### config.mk
export PLATFORM = sky130hd
export DESIGN_NAME = prs_policy_engine
export DESIGN_NICKNAME = d
export VERILOG_FILES = /design/src/verilog/prs_pkg.sv /design/src/verilog/prs_tmr_if.sv /design/src/verilog/prs_timer.sv /design/src/verilog/prs_policy_engine.sv
export VERILOG_INCLUDE_DIRS = /design/src /design/src/verilog
export SDC_FILE = /design/constraint.sdc
export NUM_CORES = 1
export LEC_CHECK = 0
export BUFFER_PORTS_ARGS = -buffer_cell sky130_fd_sc_hd__buf_4
export CAP_MARGIN = 20
export CELL_PAD_IN_SITES_DETAIL_PLACEMENT = 1
export CELL_PAD_IN_SITES_GLOBAL_PLACEMENT = 2
export CORE_ASPECT_RATIO = 0.6
export CORE_MARGIN = 2
export CORE_UTILIZATION = 37
export CTS_BUF_LIST = sky130_fd_sc_hd__clkbuf_16
export DETAILED_ROUTE_END_ITERATION = 8
export GPL_ROUTABILITY_DRIVEN = 0
export PLACE_DENSITY_LB_ADDON = 0.1
export SLEW_MARGIN = 20
export SYNTH_ARGS = -nofsm -noshare
export SYNTH_HDL_FRONTEND = slang
export SYNTH_HIERARCHICAL = 1
export SYNTH_SLANG_ARGS = --single-unit
### constraint.sdc
create_clock -name clk -period 4.4 [get_ports clk]
set_input_delay 0.44 -clock clk [delete_from_list [all_inputs] [get_ports clk]]
set_output_delay 0.44 -clock clk [all_outputs]
set_load 0.02 [all_outputs]
### src/verilog/prs_defs.svh
// Constants for the power role swap policy engine
`ifndef PRS_DEFS_SVH
`define PRS_DEFS_SVH
`define PRS_MSG_W           3
`define PRS_MSG_NONE        3'h0
`define PRS_MSG_ACCEPT      3'h1
`define PRS_MSG_REJECT      3'h2
`define PRS_MSG_WAIT        3'h3
`define PRS_MSG_PR_SWAP     3'h4
`define PRS_MSG_PS_RDY      3'h5
`define PRS_MSG_GET_SRC_CAP 3'h6
`define PRS_MSG_SRC_CAPS    3'h7
`define PRS_TMR_W           20
`define PRS_SENDER_RESP_CYC 20'h00400
`define PRS_SRC_OFF_CYC     20'h01000
`define PRS_SRC_ACT_CYC     20'h01000
`define PRS_DEV_PROVIDER    2'h0
`define PRS_DEV_PROV_CONS   2'h1
`define PRS_DEV_CONS_PROV   2'h2
`endif

### src/verilog/prs_pkg.sv
// Types for the power role swap policy engine
package prs_pkg;
   typedef enum logic [3:0] {
      PRS_SINK_READY      = 4'h0,
      PRS_SNK_JUDGE       = 4'h1,
      PRS_SNK_AGREE       = 4'h3,
      PRS_SNK_POWER_DOWN  = 4'h2,
      PRS_PULLUP_ASSERT   = 4'h6,
      PRS_SUPPLY_ENABLE   = 4'h7,
      PRS_SOURCE_STARTUP  = 4'h5,
      PRS_SOURCE_READY    = 4'h4,
      PRS_SNK_REQUEST     = 4'hc,
      PRS_SNK_REFUSE      = 4'hd,
      PRS_SRC_REQUEST     = 4'hf,
      PRS_SRC_POWER_DOWN  = 4'he,
      PRS_SRC_REFUSE      = 4'ha,
      PRS_FETCH_CAPS      = 4'hb,
      PRS_SRC_HARD_RESET  = 4'h9,
      PRS_SNK_HARD_RESET  = 4'h8
   } prs_state_t;
endpackage : prs_pkg

### src/verilog/prs_tmr_if.sv
// Timer control bundle between the engine and its timers
`timescale 1ns/1ns
`default_nettype none
interface prs_tmr_if;
   logic start;
   logic stop;
   logic expired;
   modport ctl (output start, output stop, input expired);
   modport tmr (input start, input stop, output expired);
endinterface : prs_tmr_if
`default_nettype wire

### src/verilog/prs_timer.sv
// One-shot expiry timer counted in clock cycles
`timescale 1ns/1ns
`default_nettype none
`include "prs_defs.svh"
module prs_timer #(
   parameter logic [`PRS_TMR_W-1:0] CYCLES = `PRS_SENDER_RESP_CYC
) (
   input  wire logic clk,
   input  wire logic resetn,
   input  wire logic ce,
   prs_tmr_if.tmr    t
);
   logic [`PRS_TMR_W-1:0] cnt_r;
   logic [`PRS_TMR_W-1:0] cnt_nxt;
   logic                  run_r;
   logic                  run_nxt;
   logic                  exp_r;
   logic                  exp_nxt;

   always_comb begin
      cnt_nxt = cnt_r;
      run_nxt = run_r;
      exp_nxt = 1'b0;
      // Stop wins over start so a state left in its entry cycle leaves no timer running, except the off timer when hard reset ends PRS_SNK_POWER_DOWN
      if (t.stop) begin
         run_nxt = 1'b0;
      end else if (t.start) begin
         cnt_nxt = CYCLES;
         run_nxt = 1'b1;
      end else if (run_r) begin
         if (cnt_r <= `PRS_TMR_W'(1)) begin
            run_nxt = 1'b0;
            exp_nxt = 1'b1;
         end else begin
            cnt_nxt = cnt_r - `PRS_TMR_W'(1);
         end
      end
   end

   always_ff @(posedge clk) begin
      if (!resetn) begin
         cnt_r <= '0;
         run_r <= 1'b0;
         exp_r <= 1'b0;
      end else if (ce) begin
         cnt_r <= cnt_nxt;
         run_r <= run_nxt;
         exp_r <= exp_nxt;
      end
   end

   assign t.expired = exp_r;

   // Expiry only after a run was started and not stopped
   a_tmr_no_idle_exp: assert property (@(posedge clk) disable iff (!resetn)
      (ce && !run_r) |=> !exp_r) else $error("timer expired while idle");
endmodule : prs_timer
`default_nettype wire

### src/verilog/prs_policy_engine.sv
// Power role swap policy engine for a dual-role port
`timescale 1ns/1ns
`default_nettype none
`include "prs_defs.svh"

module prs_policy_engine
   import prs_pkg::*;
#(
   parameter logic [`PRS_TMR_W-1:0] SENDER_RESP_CYC = `PRS_SENDER_RESP_CYC,
   parameter logic [`PRS_TMR_W-1:0] SRC_OFF_CYC     = `PRS_SRC_OFF_CYC,
   parameter logic [`PRS_TMR_W-1:0] SRC_ACT_CYC     = `PRS_SRC_ACT_CYC
) (
   input  wire logic                  clk,
   input  wire logic                  resetn,
   input  wire logic                  ce,
   input  wire logic                  start_as_source,
   input  wire logic                  toggling_dual_role_port,
   input  wire logic [1:0]            device_type,
   input  wire logic                  hard_reset,
   input  wire logic                  dpm_swap_required,
   input  wire logic                  dpm_get_caps,
   input  wire logic                  dpm_eval_valid,
   input  wire logic                  dpm_eval_ok,
   input  wire logic                  dpm_eval_wait,
   input  wire logic                  dpm_pullup_done,
   input  wire logic                  dpm_source_on,
   output logic                       dpm_eval_req,
   output logic                       dpm_sink_off_req,
   output logic                       dpm_pullup_req,
   output logic                       dpm_source_on_req,
   output logic                       dpm_caps_done,
   output logic                       dpm_caps_timeout,
   output logic                       error_recovery_state,
   output logic [3:0]                 state_out,
   input  wire logic                  rx_valid,
   input  wire logic [`PRS_MSG_W-1:0] rx_msg,
   output logic                       tx_req,
   output logic [`PRS_MSG_W-1:0]      tx_msg,
   input  wire logic                  tx_sent,
   input  wire logic                  tx_failed,
   output logic                       act_timer_expired
);
   // ---------------------------------------------------------------
   // Timers
   // ---------------------------------------------------------------
   prs_tmr_if resp_t ();
   prs_tmr_if off_t ();
   prs_tmr_if act_t ();

   prs_timer #(.CYCLES(SENDER_RESP_CYC)) u_resp (
      .clk(clk), .resetn(resetn), .ce(ce), .t(resp_t.tmr));
   prs_timer #(.CYCLES(SRC_OFF_CYC)) u_off (
      .clk(clk), .resetn(resetn), .ce(ce), .t(off_t.tmr));
   prs_timer #(.CYCLES(SRC_ACT_CYC)) u_act (
      .clk(clk), .resetn(resetn), .ce(ce), .t(act_t.tmr));

   // ---------------------------------------------------------------
   // State
   // ---------------------------------------------------------------
   prs_state_t              state_r;
   prs_state_t              state_nxt;
   logic                    entry_r;
   logic                    entry_nxt;
   logic                    refuse_wait_r;
   logic                    refuse_wait_nxt;
   logic                    tx_req_r;
   logic                    tx_req_nxt;
   logic [`PRS_MSG_W-1:0]   tx_msg_r;
   logic [`PRS_MSG_W-1:0]   tx_msg_nxt;
   logic                    caps_done_r;
   logic                    caps_done_nxt;
   logic                    caps_to_r;
   logic                    caps_to_nxt;

   function automatic logic got(input logic v, input logic [`PRS_MSG_W-1:0] m,
                                input logic [`PRS_MSG_W-1:0] want);
      got = v && (m == want);
   endfunction : got

   // hard reset target by device type
   function automatic prs_state_t hr_target(input logic [1:0] dt);
      hr_target = (dt == `PRS_DEV_CONS_PROV) ? PRS_SNK_HARD_RESET : PRS_SRC_HARD_RESET;
   endfunction : hr_target

   function automatic prs_state_t fail_target(input logic tog, input logic [1:0] dt);
      fail_target = tog ? PRS_SNK_HARD_RESET : hr_target(dt);
   endfunction : fail_target

   logic rx_accept;
   logic rx_reject;
   logic rx_wait;
   assign rx_accept = got(rx_valid, rx_msg, `PRS_MSG_ACCEPT);
   assign rx_reject = got(rx_valid, rx_msg, `PRS_MSG_REJECT);
   assign rx_wait   = got(rx_valid, rx_msg, `PRS_MSG_WAIT);

   logic err_rec_nxt;
   logic err_rec_r;

   always_comb begin
      state_nxt       = state_r;
      entry_nxt       = 1'b0;
      refuse_wait_nxt = refuse_wait_r;
      tx_req_nxt      = 1'b0;
      tx_msg_nxt      = tx_msg_r;
      caps_done_nxt   = 1'b0;
      caps_to_nxt     = 1'b0;
      err_rec_nxt     = err_rec_r;
      resp_t.start    = 1'b0;
      resp_t.stop     = 1'b0;
      off_t.start     = 1'b0;
      off_t.stop      = 1'b0;
      act_t.start     = 1'b0;
      act_t.stop      = 1'b0;
      dpm_eval_req      = 1'b0;
      dpm_sink_off_req  = 1'b0;
      dpm_pullup_req    = 1'b0;
      dpm_source_on_req = 1'b0;
      if (entry_r) begin
         case (state_r)
            PRS_SNK_JUDGE:      dpm_eval_req = 1'b1;
            PRS_SNK_AGREE: begin
               tx_req_nxt = 1'b1;
               tx_msg_nxt = `PRS_MSG_ACCEPT;
            end
            // start off timer and request sink off in the same cycle
            PRS_SNK_POWER_DOWN: begin
               off_t.start      = 1'b1;
               dpm_sink_off_req = 1'b1;
            end
            PRS_SUPPLY_ENABLE: begin
               dpm_source_on_req = 1'b1;
               act_t.start       = 1'b1;
            end
            PRS_SNK_REFUSE, PRS_SRC_REFUSE: begin
               tx_req_nxt = 1'b1;
               tx_msg_nxt = refuse_wait_r ? `PRS_MSG_WAIT : `PRS_MSG_REJECT;
            end
            PRS_SNK_REQUEST, PRS_SRC_REQUEST: begin
               tx_req_nxt   = 1'b1;
               tx_msg_nxt   = `PRS_MSG_PR_SWAP;
               resp_t.start = 1'b1;
            end
            PRS_FETCH_CAPS: begin
               tx_req_nxt   = 1'b1;
               tx_msg_nxt   = `PRS_MSG_GET_SRC_CAP;
               resp_t.start = 1'b1;
            end
            default: ;
         endcase
      end
      if (state_r == PRS_PULLUP_ASSERT) dpm_pullup_req = 1'b1;

      case (state_r)
         PRS_SINK_READY: begin
            if (got(rx_valid, rx_msg, `PRS_MSG_PR_SWAP)) state_nxt = PRS_SNK_JUDGE;
            else if (dpm_swap_required)                  state_nxt = PRS_SNK_REQUEST;
         end
         PRS_SOURCE_READY: begin
            if (got(rx_valid, rx_msg, `PRS_MSG_PR_SWAP)) state_nxt = PRS_SRC_REFUSE;
            else if (dpm_swap_required)                  state_nxt = PRS_SRC_REQUEST;
            else if (dpm_get_caps)                       state_nxt = PRS_FETCH_CAPS;
         end
         PRS_SNK_JUDGE: if (dpm_eval_valid) begin
            refuse_wait_nxt = dpm_eval_wait;
            state_nxt       = dpm_eval_ok ? PRS_SNK_AGREE : PRS_SNK_REFUSE;
         end
         PRS_SNK_AGREE: if (tx_sent) state_nxt = PRS_SNK_POWER_DOWN;
         PRS_SNK_POWER_DOWN: begin
            if (off_t.expired) begin
               if (toggling_dual_role_port) err_rec_nxt = 1'b1;
               state_nxt = fail_target(toggling_dual_role_port, device_type);
            end else if (got(rx_valid, rx_msg, `PRS_MSG_PS_RDY)) begin
               off_t.stop = 1'b1;
               state_nxt  = toggling_dual_role_port ? PRS_PULLUP_ASSERT : PRS_SUPPLY_ENABLE;
            end
         end
         PRS_PULLUP_ASSERT: if (dpm_pullup_done) state_nxt = PRS_SUPPLY_ENABLE;
         PRS_SUPPLY_ENABLE: begin
            // send PS_RDY once supply is on
            if (dpm_source_on && !tx_req_r && tx_msg_r != `PRS_MSG_PS_RDY) begin
               tx_req_nxt = 1'b1;
               tx_msg_nxt = `PRS_MSG_PS_RDY;
            end else if (tx_msg_r == `PRS_MSG_PS_RDY && tx_sent) begin
               state_nxt = PRS_SOURCE_STARTUP;
            // PS_RDY not acknowledged, no soft reset
            end else if (tx_msg_r == `PRS_MSG_PS_RDY && tx_failed) begin
               if (toggling_dual_role_port) err_rec_nxt = 1'b1;
               state_nxt = fail_target(toggling_dual_role_port, device_type);
            end
         end
         PRS_SOURCE_STARTUP: state_nxt = PRS_SOURCE_READY;
         // back to ready of present role
         PRS_SNK_REFUSE: if (tx_sent) state_nxt = PRS_SINK_READY;
         PRS_SRC_REFUSE: if (tx_sent) state_nxt = PRS_SOURCE_READY;
         PRS_SNK_REQUEST: begin
            if (rx_reject || rx_wait || resp_t.expired) state_nxt = PRS_SINK_READY;
            else if (rx_accept)                         state_nxt = PRS_SNK_POWER_DOWN;
         end
         PRS_SRC_REQUEST: begin
            if (rx_reject || rx_wait || resp_t.expired) state_nxt = PRS_SOURCE_READY;
            else if (rx_accept)                         state_nxt = PRS_SRC_POWER_DOWN;
         end
         PRS_SRC_POWER_DOWN: ;
         PRS_FETCH_CAPS: begin
            if (got(rx_valid, rx_msg, `PRS_MSG_SRC_CAPS) || rx_reject) begin
               caps_done_nxt = 1'b1;
               state_nxt     = PRS_SOURCE_READY;
            end else if (resp_t.expired) begin
               caps_to_nxt = 1'b1;
               state_nxt   = PRS_SOURCE_READY;
            end
         end
         PRS_SRC_HARD_RESET: state_nxt = PRS_SOURCE_READY;
         PRS_SNK_HARD_RESET: state_nxt = PRS_SINK_READY;
         default: state_nxt = PRS_SINK_READY;
      endcase

      // hard reset returns to default operation
      if (hard_reset) begin
         state_nxt = start_as_source ? PRS_SRC_HARD_RESET : PRS_SNK_HARD_RESET;
         tx_req_nxt = 1'b0;
      end

      // stop response timer when leaving a request state
      if ((state_r == PRS_SRC_REQUEST || state_r == PRS_SNK_REQUEST ||
           state_r == PRS_FETCH_CAPS) && state_nxt != state_r)
         resp_t.stop = 1'b1;
      if (state_r == PRS_SUPPLY_ENABLE && state_nxt != state_r) act_t.stop = 1'b1;
      if (state_nxt != state_r) entry_nxt = 1'b1;
      if (state_nxt == PRS_SINK_READY || state_nxt == PRS_SOURCE_READY)
         err_rec_nxt = 1'b0;
      if (state_nxt == PRS_SINK_READY || state_nxt == PRS_SOURCE_READY)
         tx_msg_nxt = `PRS_MSG_NONE;
   end

   always_ff @(posedge clk) begin
      if (!resetn) begin
         state_r       <= PRS_SINK_READY;
         entry_r       <= 1'b0;
         refuse_wait_r <= 1'b0;
         tx_req_r      <= 1'b0;
         tx_msg_r      <= `PRS_MSG_NONE;
         caps_done_r   <= 1'b0;
         caps_to_r     <= 1'b0;
         err_rec_r     <= 1'b0;
      end else if (ce) begin
         state_r       <= state_nxt;
         entry_r       <= entry_nxt;
         refuse_wait_r <= refuse_wait_nxt;
         tx_req_r      <= tx_req_nxt;
         tx_msg_r      <= tx_msg_nxt;
         caps_done_r   <= caps_done_nxt;
         caps_to_r     <= caps_to_nxt;
         err_rec_r     <= err_rec_nxt;
      end
   end

   assign tx_req               = tx_req_r;
   assign tx_msg               = tx_msg_r;
   assign dpm_caps_done        = caps_done_r;
   assign dpm_caps_timeout     = caps_to_r;
   assign error_recovery_state = err_rec_r;
   assign state_out            = state_r;
   assign act_timer_expired    = act_t.expired;

   // ---------------------------------------------------------------
   // Checks
   // ---------------------------------------------------------------
   a_judge_query: assert property (@(posedge clk) disable iff (!resetn)
      (ce && state_r == PRS_SINK_READY && got(rx_valid, rx_msg, `PRS_MSG_PR_SWAP)
       && !hard_reset) ##1 ce |-> dpm_eval_req) else $error("no evaluation query");
   a_snk_req_tx: assert property (@(posedge clk) disable iff (!resetn)
      (ce && entry_r && state_r == PRS_SNK_REQUEST && !hard_reset) |=>
      (tx_req && tx_msg == `PRS_MSG_PR_SWAP)) else $error("PR_Swap not sent");
   a_src_req_exit: assert property (@(posedge clk) disable iff (!resetn)
      (ce && state_r == PRS_SRC_REQUEST && rx_reject && !hard_reset) |=>
      state_r == PRS_SOURCE_READY) else $error("reject not honoured");
   a_snk_req_exit: assert property (@(posedge clk) disable iff (!resetn)
      (ce && state_r == PRS_SNK_REQUEST && rx_accept && !resp_t.expired && !hard_reset) |=>
      state_r == PRS_SNK_POWER_DOWN) else $error("accept not honoured");
   a_refuse_ret: assert property (@(posedge clk) disable iff (!resetn)
      (ce && state_r == PRS_SNK_REFUSE && tx_sent && !hard_reset) |=>
      state_r == PRS_SINK_READY) else $error("refuse did not return");
   a_psrdy_toggle: assert property (@(posedge clk) disable iff (!resetn)
      (ce && state_r == PRS_SNK_POWER_DOWN && !off_t.expired && toggling_dual_role_port
       && got(rx_valid, rx_msg, `PRS_MSG_PS_RDY) && !hard_reset) |=>
      state_r == PRS_PULLUP_ASSERT) else $error("pull-up step skipped");
   a_off_exp_toggle: assert property (@(posedge clk) disable iff (!resetn)
      (ce && state_r == PRS_SNK_POWER_DOWN && off_t.expired && toggling_dual_role_port
       && !hard_reset) |=> error_recovery_state) else $error("no error recovery");
   a_hr_resets: assert property (@(posedge clk) disable iff (!resetn)
      (ce && hard_reset && !start_as_source) |=> state_r == PRS_SNK_HARD_RESET)
      else $error("hard reset ignored");
   a_resp_stop_exit: assert property (@(posedge clk) disable iff (!resetn)
      (ce && state_r == PRS_SRC_REQUEST && state_nxt != PRS_SRC_REQUEST) |=>
      !u_resp.run_r) else $error("response timer left running");
endmodule : prs_policy_engine
`default_nettype wire

* Yosys cells after proc, flatten, opt, wreduce, memory -nomap -nowiden
Cells that the tools add are included.
Widths: inputs -> output; s select.
** Word-level totals
- Register bits after elaboration :: 79
- Word-level logic and storage cells :: 192
- Output and inout bits :: 16
** Cells by class
- Mux-type cells :: 99
- $add $sub $neg :: 3
- Reductions and logical operators :: 35
- Order comparisons :: 3
- Bitwise operators :: 3
- Eq/ne operators :: 32
** Operator list (count)
- $mux 20 :: 9
- $mux 4 :: 23
- $le 20x1->1 const B :: 3
- $mux 1 :: 60
- $sub 20x1->20 const B :: 3
- $pmux 4 s14 :: 1
- $eq 4x4->1 const B :: 7
- $eq 4x3->1 const B :: 5
- $eq 3x3->1 const B :: 4
- $logic_and 1x1->1 :: 12
- $mux 3 :: 4
- $ne 3x2->1 const B :: 4
- $pmux 3 s4 :: 1
- $reduce_and 4->1 :: 3
- $eq 4x2->1 const B :: 2
- $logic_not 4->1 :: 2
- $eq 3x2->1 const B :: 2
- $logic_or 1x1->1 :: 6
- $ne 2x2->1 const B :: 3
- $reduce_and 6->1 :: 1
- $reduce_bool 2->1 :: 3
- $reduce_or 2->1 :: 3
- $reduce_or 6->1 :: 1
- $eq 4x1->1 const B :: 1
- other kinds (10) :: 12

* Depth between registers and ports, before layout
- Word-level depth :: 13
- Depth in mapped cells :: 16
- Gate-level depth less buffers :: 12

* Cells and area by module
The synthesis kept the hierarchy.
** By module, submodules not included
- prs_policy_engine :: sequential area each 260.2 µm², area an instance 1481.4 µm², instances 1, cells each 197
- prs_timer (u_act) :: sequential area each 440.4 µm², area an instance 1308.8 µm², instances 1, cells each 145
- prs_timer (u_off) :: sequential area each 440.4 µm², area an instance 1179.9 µm², instances 1, cells each 142
- prs_timer (u_resp) :: sequential area each 440.4 µm², area an instance 1114.8 µm², instances 1, cells each 131

* Worst setup path before layout
OpenSTA, ideal clock, no wires.
- Kind :: reg2reg
- Start point :: reg state_r[2] (netlist: state_out[2])
- End point :: reg u_resp.cnt_r[7]
- Required time :: 4.330 ns
- Stages on the path, launching flop included :: 15
- Path slack :: 0.919 ns
- Clock period less this slack :: 3.481 ns
- Setup time :: 0.070 ns
- Arrival :: 3.410 ns
- Cell sequence :: dfxtp_1 > buf_2 > buf_2 > nand4b_1 > o31ai_1 > a211oi_1 > and4_1 > xor2_1 > and3_1 > a31oi_1 > nand2b_1 > nor4_1 > o31ai_1 > or4_2 > a21oi_1
** On the way
- Longest elaborated chain between the ends :: 10
- Elaborated cells between the ends (all ways) :: 52
- Classes of those cells :: eq/ne (16); mux (27); bitwise (1); reduce/logical (8)
** RTL lines
- start: declaration :: line prs_policy_engine.sv:60 : prs_state_t state_r;
- start signal: assignment :: line prs_policy_engine.sv:247 : state_r <= state_nxt;
- $mux 4 (on tied branches) :: line prs_policy_engine.sv:186, prs_policy_engine.sv:161
- $mux 4 (on tied branches) :: line prs_policy_engine.sv:183, prs_policy_engine.sv:160
- $mux 4 (on tied branches) :: line prs_policy_engine.sv:180, prs_policy_engine.sv:159
- $pmux 4 s14 :: line prs_policy_engine.sv:153 : case (state_r)
- $mux 4 :: line prs_policy_engine.sv:219 : if (hard_reset) begin
- $ne 4x4->1 :: line prs_policy_engine.sv:226 : state_r == PRS_FETCH_CAPS) && state_nxt != state_r)
- $logic_and 1x1->1 * :: line prs_policy_engine.sv:226
- $mux 1 * :: line prs_policy_engine.sv:225 : if ((state_r == PRS_SRC_REQUEST || state_r == PRS_SNK_REQUEST ||
- via resp_t.stop :: line prs_tmr_if.sv:6 : logic stop;
- $not 1->1 (no source line) *
- $reduce_and 4->1 (no source line) *
- end signal: assignment :: line prs_timer.sv:46 : cnt_r <= cnt_nxt;
- end: declaration :: line prs_timer.sv:13 : logic [`PRS_TMR_W-1:0] cnt_r;
Mark *: on every way through the listed nets, which the timed path passes. The rest lies on a longest branch.
A chain may end at the register's enable or synchronous reset.

* Final worst setup path
- Start point :: reg state_r[0] (netlist: state_out[0])
- End point :: reg u_resp.cnt_r[7]
Same word-level chain as after synthesis.

==> out/results.tsv <==
metric	value	unit
final_nets	669	
die_width	155	microns
syn_area	5080	sq um
yosysUniqueCellTypes	90	
rows	33	
relSlewSlack	0.473	
root_buffer	clkbuf_16	
antenna_found_initial	0	
cts_buffer_depth	2	
grt_setup_unrepaired	false	
mostFrequentLayoutCell	dfxtp_1	
drtIter0Drc	261	
syn_nets	642	
grt.overflow.total	0	
crit_family	simple AND/OR/NAND/NOR gates	
grt_max_degree	42	
power_density	281	nW/um^2
first_global_vias	4900	
wl_per_cell	18.7	microns
peakVddDrop	0.000164	V
cts_made_buffers	9	
port_buffers	36	
drc	0	
wl	15.3	mm
crit_buf_inv	1	
coreArea	13500	sq um
clkSinkCount	79	
initial_core_util	0.375	
required	4670	ps
yosysSeqAreaShare	0.311	
dieArea	14700	sq um
synth_top_area_cell	dfxtp_1	
clock_latency	340	ps
mostFrequentLayoutCells	77 x dfxtp_1, 48 x nand2_1, 47 x buf_4	
total_power	1620	uW
area_delta_synth_final	13.9	%
synthFlopType	dfxtp_1	
synth_top_cell_area_share	0.311	
syn-mean-instance-area	8.27	sq um
hpwl	11.0	mm
period_share	0.923	
critPathKind	flip-flop to flip-flop	
cp.arrival	4330	ps
synth_enable_flop_cells	0	
n_antenna_cell	0	
grt_pass1_wl	25.7	mm
layout_min_cycle_time	4060	ps
setup_tns	0	ps
clk_pin_slew_worst_paths	60	ps
htreeDepth	3	
synth_area_leaders	dfxtp_1 31%, a21oi_1 4.5%, nand2_1 3.5%	
crit_path_end_kind	flip-flop	
max-cap-violations	0	
die_h	94.8	microns
grtUsageTotal	0.216	
cts_tree	built	
skew	5.78	ps
dr_total_vias	4969	
critPathSlowestCell	or4_2	
synthCells	615	
startpoint_type	flip-flop	
hold_buffers	0	
fmax	0.246	GHz
finalSetupViolations	0	
ys_seq_elements	79	
maxSlewViolCount	0	
hp-class	primary input to flip-flop	
firstDrtPassIters	4	
crit_chain	buf_4 > nor3b_1 > a211oi_1 > o211ai_2 > nor3_1 > o21ai_0 > and3_1 > a31oi_1 > nand2b_1 > nor4_1 > o31ai_1 > or4_2 > a21oi_1	
final_hold_viol_count	0	
yosysWarnings	6	
drive_gt1_frac	0.161	
post_cts_resized	0	
leakage	0.00217	uW
cts_setup_buffers	0	
status	completed	
cpPeakStageDelay	610	ps
cp_max_fo	16	
vias_per_cell	6.05	
drt.antenna.violating_nets	0	
worst_slew_pin_slew	783	ps
ios	37	
ys_async_sr_fraction	0	
-- flip-flops by register name (all words and copies together), names as in the netlist, 3 cells and up --
register / count
u_resp/cnt_r: 20
tx_msg: 3
u_act/cnt_r: 20
state_out: 4
u_off/cnt_r: 20
-- worst reg2reg max path: stages (launching register included) --
cell	delay [ps]
dfxtp_1	560
buf_4	280
nor3b_1	400
a211oi_1	130
o211ai_2	220
nor3_1	70
o21ai_0	180
and3_1	250
a31oi_1	130
nand2b_1	210
nor4_1	460
o31ai_1	310
or4_2	610
a21oi_1	160
-- synth_stat cells, types with 5 or more instances --
| library cell | count |
|---|---|
| o21ai_0 | 29 |
| nor2_1 | 46 |
| buf_2 | 8 |
| nand4_1 | 6 |
| o211ai_1 | 11 |
| o21a_1 | 10 |
| nand2b_1 | 10 |
| nor4_1 | 11 |
| nand2_1 | 48 |
| or3_1 | 15 |
| buf_6 | 5 |
| a31oi_1 | 13 |
| dfxtp_1 | 79 |
| a211oi_1 | 5 |
| nor3b_1 | 9 |
| inv_1 | 19 |
| o31ai_1 | 22 |
| mux2i_1 | 6 |
| or4_1 | 19 |
| a21oi_1 | 46 |
| and3_1 | 5 |
| nand4b_1 | 9 |
| ha_1 | 6 |
| nor2b_1 | 12 |
| nor3_1 | 8 |
| nand3b_1 | 9 |
| xor2_1 | 5 |
| o41ai_1 | 9 |
| nand3_1 | 16 |
| clkbuf_1 | 17 |
-- cells by family after synthesis --
logic type,count (synthesis),share of synthesized area
compound gates,198,0.281
xor+xnor,9,0.0155
fa+ha+maj,6,0.0148
buf+inv,51,0.0470
flops,79,0.311
mux,6,0.0118
simple gates,266,0.319
-- per-stage QoR --
stage               hold slack, ps  cell area, sq um  instances  setup slack [ps]  utilization
floorplan                      451              5080        615               919            -
global placement               463              5490        806               442        0.406
detailed placement             477              5490        806               222        0.406
CTS                            368              5780        821               157        0.427
global route                   416              5790        821              27.7        0.428
finish                         371              5790        821               341        0.428
-- cell type report --
cell class | instances | area (sq um)
clock buffers | 9 | 225
clock inverters | 6 | 62.6
fillers | 1631 | 7750
inverters | 20 | 75.1
multi-input cells | 485 | 3270
flip-flops and latches | 79 | 1580
well taps | 175 | 219
repair buffers | 47 | 353
-- per-layer routing --
metal	global-route usage	vias to the layer above	share of wire
met5	0	-	0
met4	0.0390	0	0.0070
met3	0.0436	12	0.046
met2	0.347	86	0.44
met1	0.304	2466	0.51
li1	-	2405	-
-- path summary, 6_finish.rpt --
check                       start              end  slack [ps]  cells past startpoint
setup / recovery     state_out[0]  u_resp/cnt_r[7]         340                     13
hold / removal      dpm_eval_wait    refuse_wait_r         370                      3
setup reg to reg     state_out[0]  u_resp/cnt_r[7]         340                     13
hold reg to reg   u_act/cnt_r[14]  u_act/cnt_r[14]         480                      2
-- where the power goes --
part	total, uW	switching [uW]	leakage (uW)	internal, uW
combinational	140	85.7	0.00140	53.9
clock	755	321	0.000133	435
sequential	730	11.3	0.000638	719
total	1620	418	0.00217	1210
Note: power is estimated with default switching activity, not from simulation.
